[config.mk]
export PLATFORM = sky130hd
export DESIGN_NAME = nplc_ctrl
export DESIGN_NICKNAME = d
export VERILOG_FILES = /design/src/rtl/nplc_pkg.sv /design/src/rtl/nplc_ext_sense.sv /design/src/rtl/nplc_prio_arb.sv /design/src/rtl/nplc_ctrl.sv
export VERILOG_INCLUDE_DIRS = /design/src /design/src/rtl
export SDC_FILE = /design/constraint.sdc
export NUM_CORES = 1
export LEC_CHECK = 0
export BUFFER_PORTS_ARGS = -buffer_cell sky130_fd_sc_hd__buf_2
export CORE_ASPECT_RATIO = 2
export CORE_MARGIN = 2
export CORE_UTILIZATION = 45
export DETAILED_ROUTE_END_ITERATION = 10
export PLACE_DENSITY_LB_ADDON = 0.08
export SYNTH_ARGS = -nofsm -noshare
export SYNTH_HDL_FRONTEND = slang
export SYNTH_SLANG_ARGS = --single-unit
[constraint.sdc]
create_clock -name CLK -period 4.9 [get_ports CLK]
set_input_delay 0.98 -clock CLK [delete_from_list [all_inputs] [get_ports CLK]]
set_output_delay 0.98 -clock CLK [all_outputs]
set_load 0.02 [all_outputs]
[src/rtl/nplc_consts.svh]
// Constants of the nested priority interrupt controller: offsets,
// field positions, reset values and vector addresses.
// Assumes it is included by the package and the design modules.
`ifndef NPLC_CONSTS_SVH
`define NPLC_CONSTS_SVH
`define NPLC_NUM_VEC     14
`define NPLC_IDX_PRIO_A  8'h24
`define NPLC_IDX_PRIO_B  8'h25
`define NPLC_IDX_PRIO_C  8'h26
`define NPLC_IDX_PRIO_D  8'h27
`define NPLC_IDX_EXT_IRQ_CONTROL_REG    8'h28
`define NPLC_PRIO_RST    8'hff
`define NPLC_PRIO_D_FIX  8'hf0
`define NPLC_EXT_IRQ_CONTROL_REG_RST    8'h00
`define NPLC_CODE_L0     2'b10
`define NPLC_CODE_L3     2'b11
`define NPLC_EXT_IRQ_CONTROL_REG_IPA    0
`define NPLC_EXT_IRQ_CONTROL_REG_IS3    1
`define NPLC_EXT_IRQ_CONTROL_REG_IS2    3
`define NPLC_EXT_IRQ_CONTROL_REG_IPB    5
`define NPLC_EXT_IRQ_CONTROL_REG_IS1    6
`define NPLC_VEC_RESET   16'hfffe
`define NPLC_VEC_TRAP    16'hfffc
`define NPLC_VEC_BASE    16'hfffa
`define NPLC_WAKE_HALT   14'h111c
`define NPLC_WAKE_AHALT  14'h111e
`define NPLC_SENS_FLOW   2'b00
`define NPLC_SENS_RISE   2'b01
`define NPLC_SENS_FALL   2'b10
`define NPLC_SENS_BOTH   2'b11
`endif

[src/rtl/nplc_pkg.sv]
// Types shared by the interrupt controller modules.
// Assumes the constants header sits beside it.
`include "nplc_consts.svh"
package nplc_pkg;
  // APB request from the master, published signal names.
  typedef struct packed {
    logic        psel;
    logic        penable;
    logic        pwrite;
    logic [7:0]  paddr;
    logic [31:0] pwdata;
  } nplc_apb_req_t;
  // One-cycle instruction strobes from the CPU decoder.
  typedef struct packed {
    logic halt;
    logic wait_irq_instr;
    logic enable_irq_instr;
    logic sim;
    logic trap;
    logic pop_condition_code;
    logic irq_return_instr;
  } nplc_cpu_op_t;
  // Maps a two-bit priority code onto a rank 0..3.
  function automatic logic [2:0] nplc_rank(input logic [1:0] c);
    nplc_rank = {1'b0, ~(c[1] ^ c[0]), c[0]};
  endfunction : nplc_rank
endpackage : nplc_pkg

[src/rtl/nplc_ext_sense.sv]
// Edge and level detector for one group of external interrupt pins.
// Assumes asynchronous pins and a reset already synchronised.
`timescale 1ns/1ps
`include "nplc_consts.svh"
module nplc_ext_sense #(
  parameter int W = 3
) (
  input  wire logic         clk,
  input  wire logic         rst_n,
  input  wire logic [W-1:0] pins,
  input  wire logic [1:0]   sens,
  input  wire logic         inv,
  output logic              evt,
  output logic              low
);
  import nplc_pkg::*;
  logic [W-1:0] meta_ff, sync_ff, prev_ff;
  logic [W-1:0] cur_p, old_p;
  logic         fall, rise;

  // Inversion turns the low-level mode into rising edge plus high level.
  always_comb begin
    cur_p = sync_ff ^ {W{inv}};
    old_p = prev_ff ^ {W{inv}};
    fall  = |(old_p & ~cur_p);
    rise  = |(~old_p & cur_p);
    low   = (sens == `NPLC_SENS_FLOW) && (|(~cur_p));
    case (sens)
      `NPLC_SENS_FLOW: evt = fall;
      `NPLC_SENS_RISE: evt = rise;
      `NPLC_SENS_FALL: evt = fall;
      default:         evt = fall | rise;
    endcase
  end

  // Two stages before anything looks at the pins; pins idle high.
  always_ff @(posedge clk or negedge rst_n) begin
    if (!rst_n) begin
      meta_ff <= '1;
      sync_ff <= '1;
      prev_ff <= '1;
    end else begin
      meta_ff <= pins;
      sync_ff <= meta_ff;
      prev_ff <= sync_ff;
    end
  end
endmodule : nplc_ext_sense

[src/rtl/nplc_prio_arb.sv]
// Combinational arbiter over the fourteen vectors.
// Assumes requests are already enabled, masked and halt-filtered.
`timescale 1ns/1ps
module nplc_prio_arb #(
  parameter int N = 14
) (
  input  wire logic [N-1:0]   req,
  input  wire logic [2*N-1:0] fields,
  input  wire logic [1:0]     cur,
  output logic                hit,
  output logic [3:0]          idx
);
  import nplc_pkg::*;
  logic [2:0] best;
  logic [2:0] lv;

  // Walk from lowest fixed order so that ties fall to the lower index.
  always_comb begin
    best = 3'h0;
    hit  = 1'b0;
    idx  = 4'h0;
    lv   = 3'h0;
    for (int i = N - 1; i >= 0; i--) begin
      // Vector 0 ranks above every level; its field is ignored.
      lv = (i == 0) ? 3'h4 : nplc_rank(fields[2*i +: 2]);
      if (req[i] && (lv > nplc_rank(cur)) && (!hit || lv >= best)) begin
        hit  = 1'b1;
        best = lv;
        idx  = 4'(i);
      end
    end
  end
endmodule : nplc_prio_arb

[src/rtl/nplc_ctrl.sv]
// Top of the nested priority interrupt controller: APB registers,
// current priority, external pending latches and request to the CPU.
// Assumes an APB master on CLK, CPU strobes on CLK, pins asynchronous.
`timescale 1ns/1ps
`include "nplc_consts.svh"
module nplc_ctrl #(
  parameter int NV = `NPLC_NUM_VEC
) (
  input  wire logic                  CLK,
  input  wire logic                  ARST_N,
  input  wire nplc_pkg::nplc_apb_req_t APB_REQ,
  output logic [31:0]                PRDATA,
  output logic                       PREADY,
  output logic                       PSLVERR,
  input  wire logic [NV-1:0]         PERIPH_REQ,
  input  wire nplc_pkg::nplc_cpu_op_t CPU_OP,
  input  wire logic [1:0]            STACK_PRIO,
  input  wire logic                  IRQ_ACK,
  input  wire logic                  HALT_MODE,
  input  wire logic                  ACTIVE_HALT,
  input  wire logic [5:0]            EXT0_PINS,
  input  wire logic [3:0]            EXT1_PINS,
  input  wire logic [5:0]            EXT2_PINS,
  input  wire logic [2:0]            EXT_GND_FORCED,
  output logic                       IRQ_REQ,
  output logic [15:0]                IRQ_VECTOR,
  output logic [1:0]                 CUR_PRIO,
  output logic                       BR_MASKED,
  output logic                       BR_UNMASKED,
  output logic                       WAKE
);
  import nplc_pkg::*;

  // Reset release synchroniser.
  logic rst_meta_ff;
  logic rst_n_ff;
  always_ff @(posedge CLK or negedge ARST_N) begin
    if (!ARST_N) begin
      rst_meta_ff <= 1'b0;
      rst_n_ff    <= 1'b0;
    end else begin
      rst_meta_ff <= 1'b1;
      rst_n_ff    <= rst_meta_ff;
    end
  end

  // Register state.
  logic [3:0][7:0] prio_ff;
  logic [3:0][7:0] nxt_prio;
  logic [7:0]      ext_irq_control_reg_ff;
  logic [7:0]      nxt_ext_irq_control_reg;
  logic [1:0]      cur_ff;
  logic [1:0]      nxt_cur;
  logic [2:0]      ext_pend_ff;
  logic [2:0]      nxt_ext_pend;
  logic [2:0]      gnd_meta_ff;
  logic [2:0]      gnd_sync_ff;

  // APB answer state.
  logic        pready_ff;
  logic        nxt_pready;
  logic [31:0] prdata_ff;
  logic [31:0] nxt_prdata;
  logic        pslverr_ff;
  logic        nxt_pslverr;

  // Request outputs.
  logic        irq_req_ff;
  logic        nxt_irq_req;
  logic [3:0]  idx_ff;
  logic [3:0]  nxt_idx;
  logic [15:0] vec_ff;
  logic [15:0] nxt_vec;
  logic        wake_ff;
  logic        nxt_wake;
  logic        br_m_ff;
  logic        nxt_br_m;
  logic        br_um_ff;
  logic        nxt_br_um;

  // Decode helpers.
  logic       acc;
  logic       wr;
  logic [5:0] word;
  logic       hit_prio;
  logic       hit_ext_irq_control_reg;
  logic [1:0] sel;

  // External detector outputs, one per pin group.
  logic [4:0] grp_evt;
  logic [4:0] grp_low;
  logic [2:0] ext_evt;
  logic [2:0] ext_low;
  logic [2:0] ext_req;

  // Arbitration inputs and result.
  logic [NV-1:0] all_req;
  logic [NV-1:0] wake_ok;
  logic [NV-1:0] arb_req;
  logic [31:0]   prio_flat;
  logic          arb_hit;
  logic [3:0]    arb_idx;

  // Printed offsets are word indices; the byte address is four times that.
  always_comb begin
    acc      = APB_REQ.psel && APB_REQ.penable;
    wr       = acc && pready_ff && APB_REQ.pwrite;
    word     = APB_REQ.paddr[7:2];
    hit_prio = (APB_REQ.paddr[1:0] == 2'h0)
            && (word >= 6'(`NPLC_IDX_PRIO_A))
            && (word <= 6'(`NPLC_IDX_PRIO_D));
    hit_ext_irq_control_reg = (APB_REQ.paddr[1:0] == 2'h0)
            && (word == 6'(`NPLC_IDX_EXT_IRQ_CONTROL_REG));
    sel      = word[1:0];
  end

  // One wait state: read data and error are registered on the same edge that raises pready.
  always_comb begin
    nxt_pready  = acc && !pready_ff;
    nxt_prdata  = prdata_ff;
    nxt_pslverr = 1'b0;
    if (acc && !pready_ff) begin
      nxt_pslverr = !(hit_prio || hit_ext_irq_control_reg);
      if (hit_prio) begin
        nxt_prdata = {24'h0, prio_ff[sel]};
      end else if (hit_ext_irq_control_reg) begin
        nxt_prdata = {24'h0, ext_irq_control_reg_ff};
      end else begin
        nxt_prdata = 32'h0;
      end
    end
  end

  always_ff @(posedge CLK or negedge rst_n_ff) begin
    if (!rst_n_ff) begin
      pready_ff  <= 1'b0;
      prdata_ff  <= 32'h0;
      pslverr_ff <= 1'b0;
    end else begin
      pready_ff  <= nxt_pready;
      prdata_ff  <= nxt_prdata;
      pslverr_ff <= nxt_pslverr;
    end
  end

  // Priority field writes; a level-0 code keeps the stored pair.
  always_comb begin
    nxt_prio = prio_ff;
    if (wr && hit_prio) begin
      for (int f = 0; f < 4; f++) begin
        if (APB_REQ.pwdata[2*f +: 2] != `NPLC_CODE_L0) begin
          nxt_prio[sel][2*f +: 2] = APB_REQ.pwdata[2*f +: 2];
        end
      end
    end
    // Vectors fourteen and up do not exist; their bits read as one.
    nxt_prio[3] = nxt_prio[3] | `NPLC_PRIO_D_FIX;
  end

  always_ff @(posedge CLK or negedge rst_n_ff) begin
    if (!rst_n_ff) begin
      prio_ff <= {4{`NPLC_PRIO_RST}};
    end else begin
      prio_ff <= nxt_prio;
    end
  end

  // Sensitivity writes only land at level 3, so a half-changed setting
  // cannot trigger while interrupts are open.
  always_comb begin
    nxt_ext_irq_control_reg = ext_irq_control_reg_ff;
    if (wr && hit_ext_irq_control_reg && (cur_ff == `NPLC_CODE_L3)) begin
      nxt_ext_irq_control_reg = APB_REQ.pwdata[7:0];
    end
  end

  always_ff @(posedge CLK or negedge rst_n_ff) begin
    if (!rst_n_ff) begin
      ext_irq_control_reg_ff <= `NPLC_EXT_IRQ_CONTROL_REG_RST;
    end else begin
      ext_irq_control_reg_ff <= nxt_ext_irq_control_reg;
    end
  end

  // Pin groups: invertible halves of vectors 2 and 4 get the polarity
  // bits, which gives rising edge plus high level only there.
  nplc_ext_sense #(.W(3)) u_e0_hi (
    .clk   (CLK),
    .rst_n (rst_n_ff),
    .pins  (EXT0_PINS[5:3]),
    .sens  (ext_irq_control_reg_ff[`NPLC_EXT_IRQ_CONTROL_REG_IS3 +: 2]),
    .inv   (ext_irq_control_reg_ff[`NPLC_EXT_IRQ_CONTROL_REG_IPA]),
    .evt   (grp_evt[0]),
    .low   (grp_low[0])
  );
  nplc_ext_sense #(.W(3)) u_e0_lo (
    .clk   (CLK),
    .rst_n (rst_n_ff),
    .pins  (EXT0_PINS[2:0]),
    .sens  (ext_irq_control_reg_ff[`NPLC_EXT_IRQ_CONTROL_REG_IS3 +: 2]),
    .inv   (1'b0),
    .evt   (grp_evt[1]),
    .low   (grp_low[1])
  );
  nplc_ext_sense #(.W(4)) u_e1 (
    .clk   (CLK),
    .rst_n (rst_n_ff),
    .pins  (EXT1_PINS),
    .sens  (ext_irq_control_reg_ff[`NPLC_EXT_IRQ_CONTROL_REG_IS2 +: 2]),
    .inv   (1'b0),
    .evt   (grp_evt[2]),
    .low   (grp_low[2])
  );
  nplc_ext_sense #(.W(3)) u_e2_hi (
    .clk   (CLK),
    .rst_n (rst_n_ff),
    .pins  (EXT2_PINS[5:3]),
    .sens  (ext_irq_control_reg_ff[`NPLC_EXT_IRQ_CONTROL_REG_IS1 +: 2]),
    .inv   (ext_irq_control_reg_ff[`NPLC_EXT_IRQ_CONTROL_REG_IPB]),
    .evt   (grp_evt[3]),
    .low   (grp_low[3])
  );
  nplc_ext_sense #(.W(3)) u_e2_lo (
    .clk   (CLK),
    .rst_n (rst_n_ff),
    .pins  (EXT2_PINS[2:0]),
    .sens  (ext_irq_control_reg_ff[`NPLC_EXT_IRQ_CONTROL_REG_IS1 +: 2]),
    .inv   (1'b0),
    .evt   (grp_evt[4]),
    .low   (grp_low[4])
  );

  // Pins of one vector are ORed; a grounded pin masks the vector.
  always_comb begin
    ext_evt = {grp_evt[4] | grp_evt[3], grp_evt[2], grp_evt[1] | grp_evt[0]};
    ext_low = {grp_low[4] | grp_low[3], grp_low[2], grp_low[1] | grp_low[0]};
    ext_req = (ext_pend_ff | ext_low) & ~gnd_sync_ff;
  end

  // Edge latches: a new edge beats the clear in the same cycle.
  always_comb begin
    nxt_ext_pend = ext_pend_ff;
    if (wr && hit_ext_irq_control_reg && (cur_ff == `NPLC_CODE_L3)
        && (APB_REQ.pwdata[7:0] != ext_irq_control_reg_ff)) begin
      nxt_ext_pend = 3'h0;
    end
    if (IRQ_ACK && irq_req_ff && (idx_ff >= 4'h2) && (idx_ff <= 4'h4)) begin
      nxt_ext_pend[2'(idx_ff - 4'h2)] = 1'b0;
    end
    nxt_ext_pend = nxt_ext_pend | ext_evt;
  end

  always_ff @(posedge CLK or negedge rst_n_ff) begin
    if (!rst_n_ff) begin
      ext_pend_ff <= 3'h0;
      gnd_meta_ff <= 3'h0;
      gnd_sync_ff <= 3'h0;
    end else begin
      ext_pend_ff <= nxt_ext_pend;
      gnd_meta_ff <= EXT_GND_FORCED;
      gnd_sync_ff <= gnd_meta_ff;
    end
  end

  // Request set; in halt only wake-capable vectors take part.
  always_comb begin
    all_req = PERIPH_REQ;
    all_req[4:2] = ext_req;
    wake_ok = ACTIVE_HALT ? `NPLC_WAKE_AHALT : `NPLC_WAKE_HALT;
    arb_req = HALT_MODE ? (all_req & wake_ok) : all_req;
    // Flat view of the priority bytes so the arbiter sees one field per vector.
    prio_flat = prio_ff;
  end

  nplc_prio_arb #(.N(NV)) u_arb (
    .req    (arb_req),
    .fields (prio_flat[2*NV-1:0]),
    .cur    (cur_ff),
    .hit    (arb_hit),
    .idx    (arb_idx)
  );

  // Current priority: entry takes the vector field, level 3 for vector 0, instructions load
  // fixed codes, return and pop take the stacked value.
  always_comb begin
    nxt_cur = cur_ff;
    if (IRQ_ACK && irq_req_ff) begin
      if (idx_ff == 4'h0) begin
        nxt_cur = `NPLC_CODE_L3;
      end else begin
        nxt_cur = nxt_prio[idx_ff[3:2]][2*idx_ff[1:0] +: 2];
      end
    end else if (CPU_OP.irq_return_instr || CPU_OP.pop_condition_code) begin
      nxt_cur = STACK_PRIO;
    end else if (CPU_OP.sim || CPU_OP.trap) begin
      nxt_cur = `NPLC_CODE_L3;
    end else if (CPU_OP.enable_irq_instr || CPU_OP.wait_irq_instr || CPU_OP.halt) begin
      nxt_cur = `NPLC_CODE_L0;
    end
    nxt_br_m = (nxt_cur == `NPLC_CODE_L3);
    nxt_br_um = (nxt_cur != `NPLC_CODE_L3);
  end

  // Vector to the CPU; a request is withdrawn in the cycle after the acknowledge
  // so that a stale entry is never presented twice.
  always_comb begin
    nxt_irq_req = arb_hit && !IRQ_ACK;
    nxt_idx     = arb_hit ? arb_idx : idx_ff;
    nxt_vec     = `NPLC_VEC_BASE - {11'h0, nxt_idx, 1'b0};
    nxt_wake    = HALT_MODE && arb_hit;
  end

  always_ff @(posedge CLK or negedge rst_n_ff) begin
    if (!rst_n_ff) begin
      cur_ff     <= `NPLC_CODE_L3;
      br_m_ff    <= 1'b1;
      br_um_ff   <= 1'b0;
      irq_req_ff <= 1'b0;
      idx_ff     <= 4'h0;
      vec_ff     <= `NPLC_VEC_RESET;
      wake_ff    <= 1'b0;
    end else begin
      cur_ff     <= nxt_cur;
      br_m_ff    <= nxt_br_m;
      br_um_ff   <= nxt_br_um;
      irq_req_ff <= nxt_irq_req;
      idx_ff     <= nxt_idx;
      vec_ff     <= nxt_vec;
      wake_ff    <= nxt_wake;
    end
  end

  // Outputs straight from flip-flops.
  assign PRDATA      = prdata_ff;
  assign PREADY      = pready_ff;
  assign PSLVERR     = pslverr_ff;
  assign IRQ_REQ     = irq_req_ff;
  assign IRQ_VECTOR  = vec_ff;
  assign CUR_PRIO    = cur_ff;
  assign BR_MASKED   = br_m_ff;
  assign BR_UNMASKED = br_um_ff;
  assign WAKE        = wake_ff;
endmodule : nplc_ctrl

==> results.py <==
metrics = {
    "cts": {
        "cts_tree": "yes",
        "insertion_delay_ns": 0.43,
        "cts_sinks": 120,
        "cts_buffers": 17,
        "clockRootBuffer": "clkbuf_16",
        "cts_max_path_buffers": 2,
        "htree_levels": 4,
        "clk_pin_slew_ns": 0.06,
    },
    "global_routing": {
        "track_usage": 0.306,
        "grt_pass1_wl_mm": 39.1,
        "grt_max_degree": 71,
        "overflow": 0,
        "grt_antenna_before_repair": 0,
        "grt_pass1_vias": 7360,
    },
    "routing": {
        "wl_per_cell_um": 21.4,
        "dr.pass1.iters": 5,
        "drt_iter0_drc": 426,
        "vias_per_cell": 5.74,
        "top_layer_used": "met4",
        "drt_wl_total_mm": 25.8,
        "wl_met1_mm": 8.24,
        "wl_met2_mm": 14.9,
        "route.met3.wl_um": 844,
        "ant_nets": 0,
        "drc": 0,
        "dr_total_vias": 6938,
    },
    "pwr": {
        "p_per_area_nw_per_um2": 558,
        "leakagePower_nw": 4.61,
        "vdd_drop_max_v": 0.000426,
        "finalPower_w": 0.00564,
    },
    "cells_and_area": {
        "finish.instance_area_um2": 10100,
        "layout-drive-gt1-share": 0.449,
        "num-fill-cells": 1402,
        "final_util": 0.624,
        "antennaDiodeCount": 0,
        "fin_nets": 1133,
        "regArea_um2": 3120,
        "area_delta_synth_final_pct": 36.8,
        "instances_no_fill": 1208,
        "multi_input_area_um2": 4350,
    },
    "placed_design": {
        "post-dp-hpwl_mm": 20.1,
        "gp_congestion": 0.970,
        "dp_cells": 1151,
        "io_buffers": 83,
        "post_dp_cell_area_um2": 9030,
    },
    "yosys": {
        "syn_inst": 756,
        "synth_cell_types": 75,
        "yosys_warnings": 0,
        "ys_seq_area_frac": 0.421,
        "yosysTopAreaCell": "dfstp_2",
        "yosys_most_used_dff": "dfstp_2",
        "synth.cell_area_um2": 7380,
        "synthTopCellsByArea": "dfstp_2, dfrtp_1, ha_1",
        "avgSynthCellArea_um2": 9.76,
        "synth_edf_count": 0,
        "synth-async-reset-ratio": 1.00,
        "synth_top_area_frac": 0.299,
        "yosysMostFrequentCell": "dfstp_2",
        "synth_common_cells": "dfstp_2, a21oi_1, inv_1, nand2_1, ha_1",
        "synth_seq_cells": 120,
    },
    "min_path": {
        "holdCritPathClass": "input pin to asynchronous set/reset pin",
    },
    "floorplanning": {
        "die_h_um": 185,
        "dieArea_um2": 17500,
        "start_util": 0.456,
        "num_io_pins": 146,
        "row_count": 66,
        "core_area_um2": 16200,
        "die_w_um": 94.6,
    },
    "critical_path": {
        "cpMostUsedCell": "ha_1",
        "r2r-start": "CUR_PRIO[0]",
        "cpPeakStageDelay_ns": 0.63,
        "worstSetupEndpointType": "register",
        "r2r_slack_ns": -9.28,
        "crit_slowest_cell": "dfstp_4",
        "required_ns": 5.25,
        "critPathArrivalTime_ns": 14.53,
        "start_kind": "register",
        "reg2reg_to": "IRQ_VECTOR[4]",
        "worstSetupPathType": "register to register",
        "r2r_cells": 82,
        "crit_fanout": 5,
    },
    "job": {
        "maxCapViolations": 0,
    },
    "sta": {
        "slew_headroom": 0.397,
        "slew_viol_final": 0,
        "period_share": 2.89,
        "min_period_ns": 14.18,
        "finClkSkew_ns": 0.0100,
        "worstMarginPinSlew_ns": 0.904,
        "fmax_ghz": 0.0705,
        "rsz0062_at_grt": "true",
        "hold_viol": 0,
        "postLayoutSetupSlackWorst_ns": -9.28,
        "finalSetupViolations": 9,
        "whs_ns": 0.330,
    },
    "outcome": {
        "violations": "setup timing",
        "status": "finished, violations left",
    },
}
final cells by class:
type | instances | area share
clock inverters | 8 | 0.00719
inverters | 54 | 0.0201
multi-input cells | 558 | 0.431
flip-flops and latches | 120 | 0.309
clock buffers | 24 | 0.0487
well taps | 204 | 0.0253
repair buffers | 240 | 0.159
through the flow:
step	worst slack (ns)	setup TNS, ns
5_1_grt	-10.06	-89.20
3_5_place_dp	-9.58	-84.92
3_3_place_gp	-9.04	-80.31
6_report	-9.28	-82.31
2_1_floorplan	-8.81	-77.76
4_1_cts	-9.23	-81.64
kinds of logic after synthesis:
logic type | after synthesis | synth area share
buffers and inverters | 112 | 0.0758
AOI/OAI and AO/OA | 229 | 0.209
adders and majority gates | 52 | 0.0881
and+or+nand+nor | 200 | 0.143
xor gates and xnor gates | 22 | 0.0261
muxes | 19 | 0.0353
other | 2 | 0.00102
DFF | 120 | 0.421
sequential cells by signal, indices dropped and copies added, names as in the netlist, 4 cells and up:
register / flops
IRQ_VECTOR: 5
u_e1.prev_ff: 4
u_e1.sync_ff: 4
idx_ff: 4
prio_ff: 28
u_e1.meta_ff: 4
ext_irq_control_reg_ff: 8
PRDATA: 8
metal layers:
metal / up-vias / track usage
met2: 230 / 0.587
met3: 92 / 0.0378
met4: 0 / 0.220
met1: 3422 / 0.285
li1: 3194 / -
met5: - / 0
power breakdown:
group	internal, W	total (W)	switching [W]	leakage [nW]
Combinational	0.00160	0.00323	0.00162	3.01
Clock	0.000746	0.00119	0.000445	0.272
Sequential	0.00112	0.00122	0.0000976	1.33
Total	0.00347	0.00564	0.00217	4.61
timing repair:
action                                 in CTS  in global routing
setup endpoints to repair                   9                  9
cloned                                      0                  0
pin swaps                                  21                 59
hold buffers                                0                  0
resized for setup                          14                 43
endpoints found under the hold margin       0                  0
buffers inserted                           12                 13
worst max-delay path by stage:
stage	start	endpoint	slack [ns]	cells after the start
6_report	CUR_PRIO[0]	IRQ_VECTOR[4]	-9.28	82
5_1_grt	CUR_PRIO[0]	IRQ_VECTOR[5]	-10.06	82
4_1_cts	CUR_PRIO[0]	IRQ_VECTOR[5]	-9.23	81
3_5_place_dp	HALT_MODE	IRQ_VECTOR[5]	-9.58	80
3_3_place_gp	HALT_MODE	IRQ_VECTOR[5]	-9.04	79
2_1_floorplan	CUR_PRIO[0]	IRQ_VECTOR[4]	-8.81	82
worst max-delay path: cells and delay by family (launching register included):
family / cells / cell delay [ns]
AO/OA/AOI/OAI: 38 / 5.84
XOR/XNOR: 1 / 0.11
multiplexers: 1 / 0.29
buffers and inverters: 2 / 0.17
AND/OR/NAND/NOR: 25 / 3.12
adder cells (fa/ha/maj): 15 / 3.96
flip-flops: 1 / 0.63
placed cells by master, fill, tap and decap left out, types with 10 or more instances in the layout:
cell type / instances
nor2b_1: 13
xor2_1: 10
a21oi_1: 36
nor3_1: 14
ha_1: 45
a21oi_2: 14
dfstp_2: 83
nand3_1: 11
dfrtp_1: 35
nor2_1: 45
buf_4: 153
clkbuf_16: 17
buf_2: 83
xnor2_1: 12
conb_1: 36
a22oi_1: 10
nand2b_4: 11
nand2_1: 51
o21ai_0: 40
o2111ai_1: 10
inv_1: 52
Note: power is estimated with default switching activity, not from simulation.
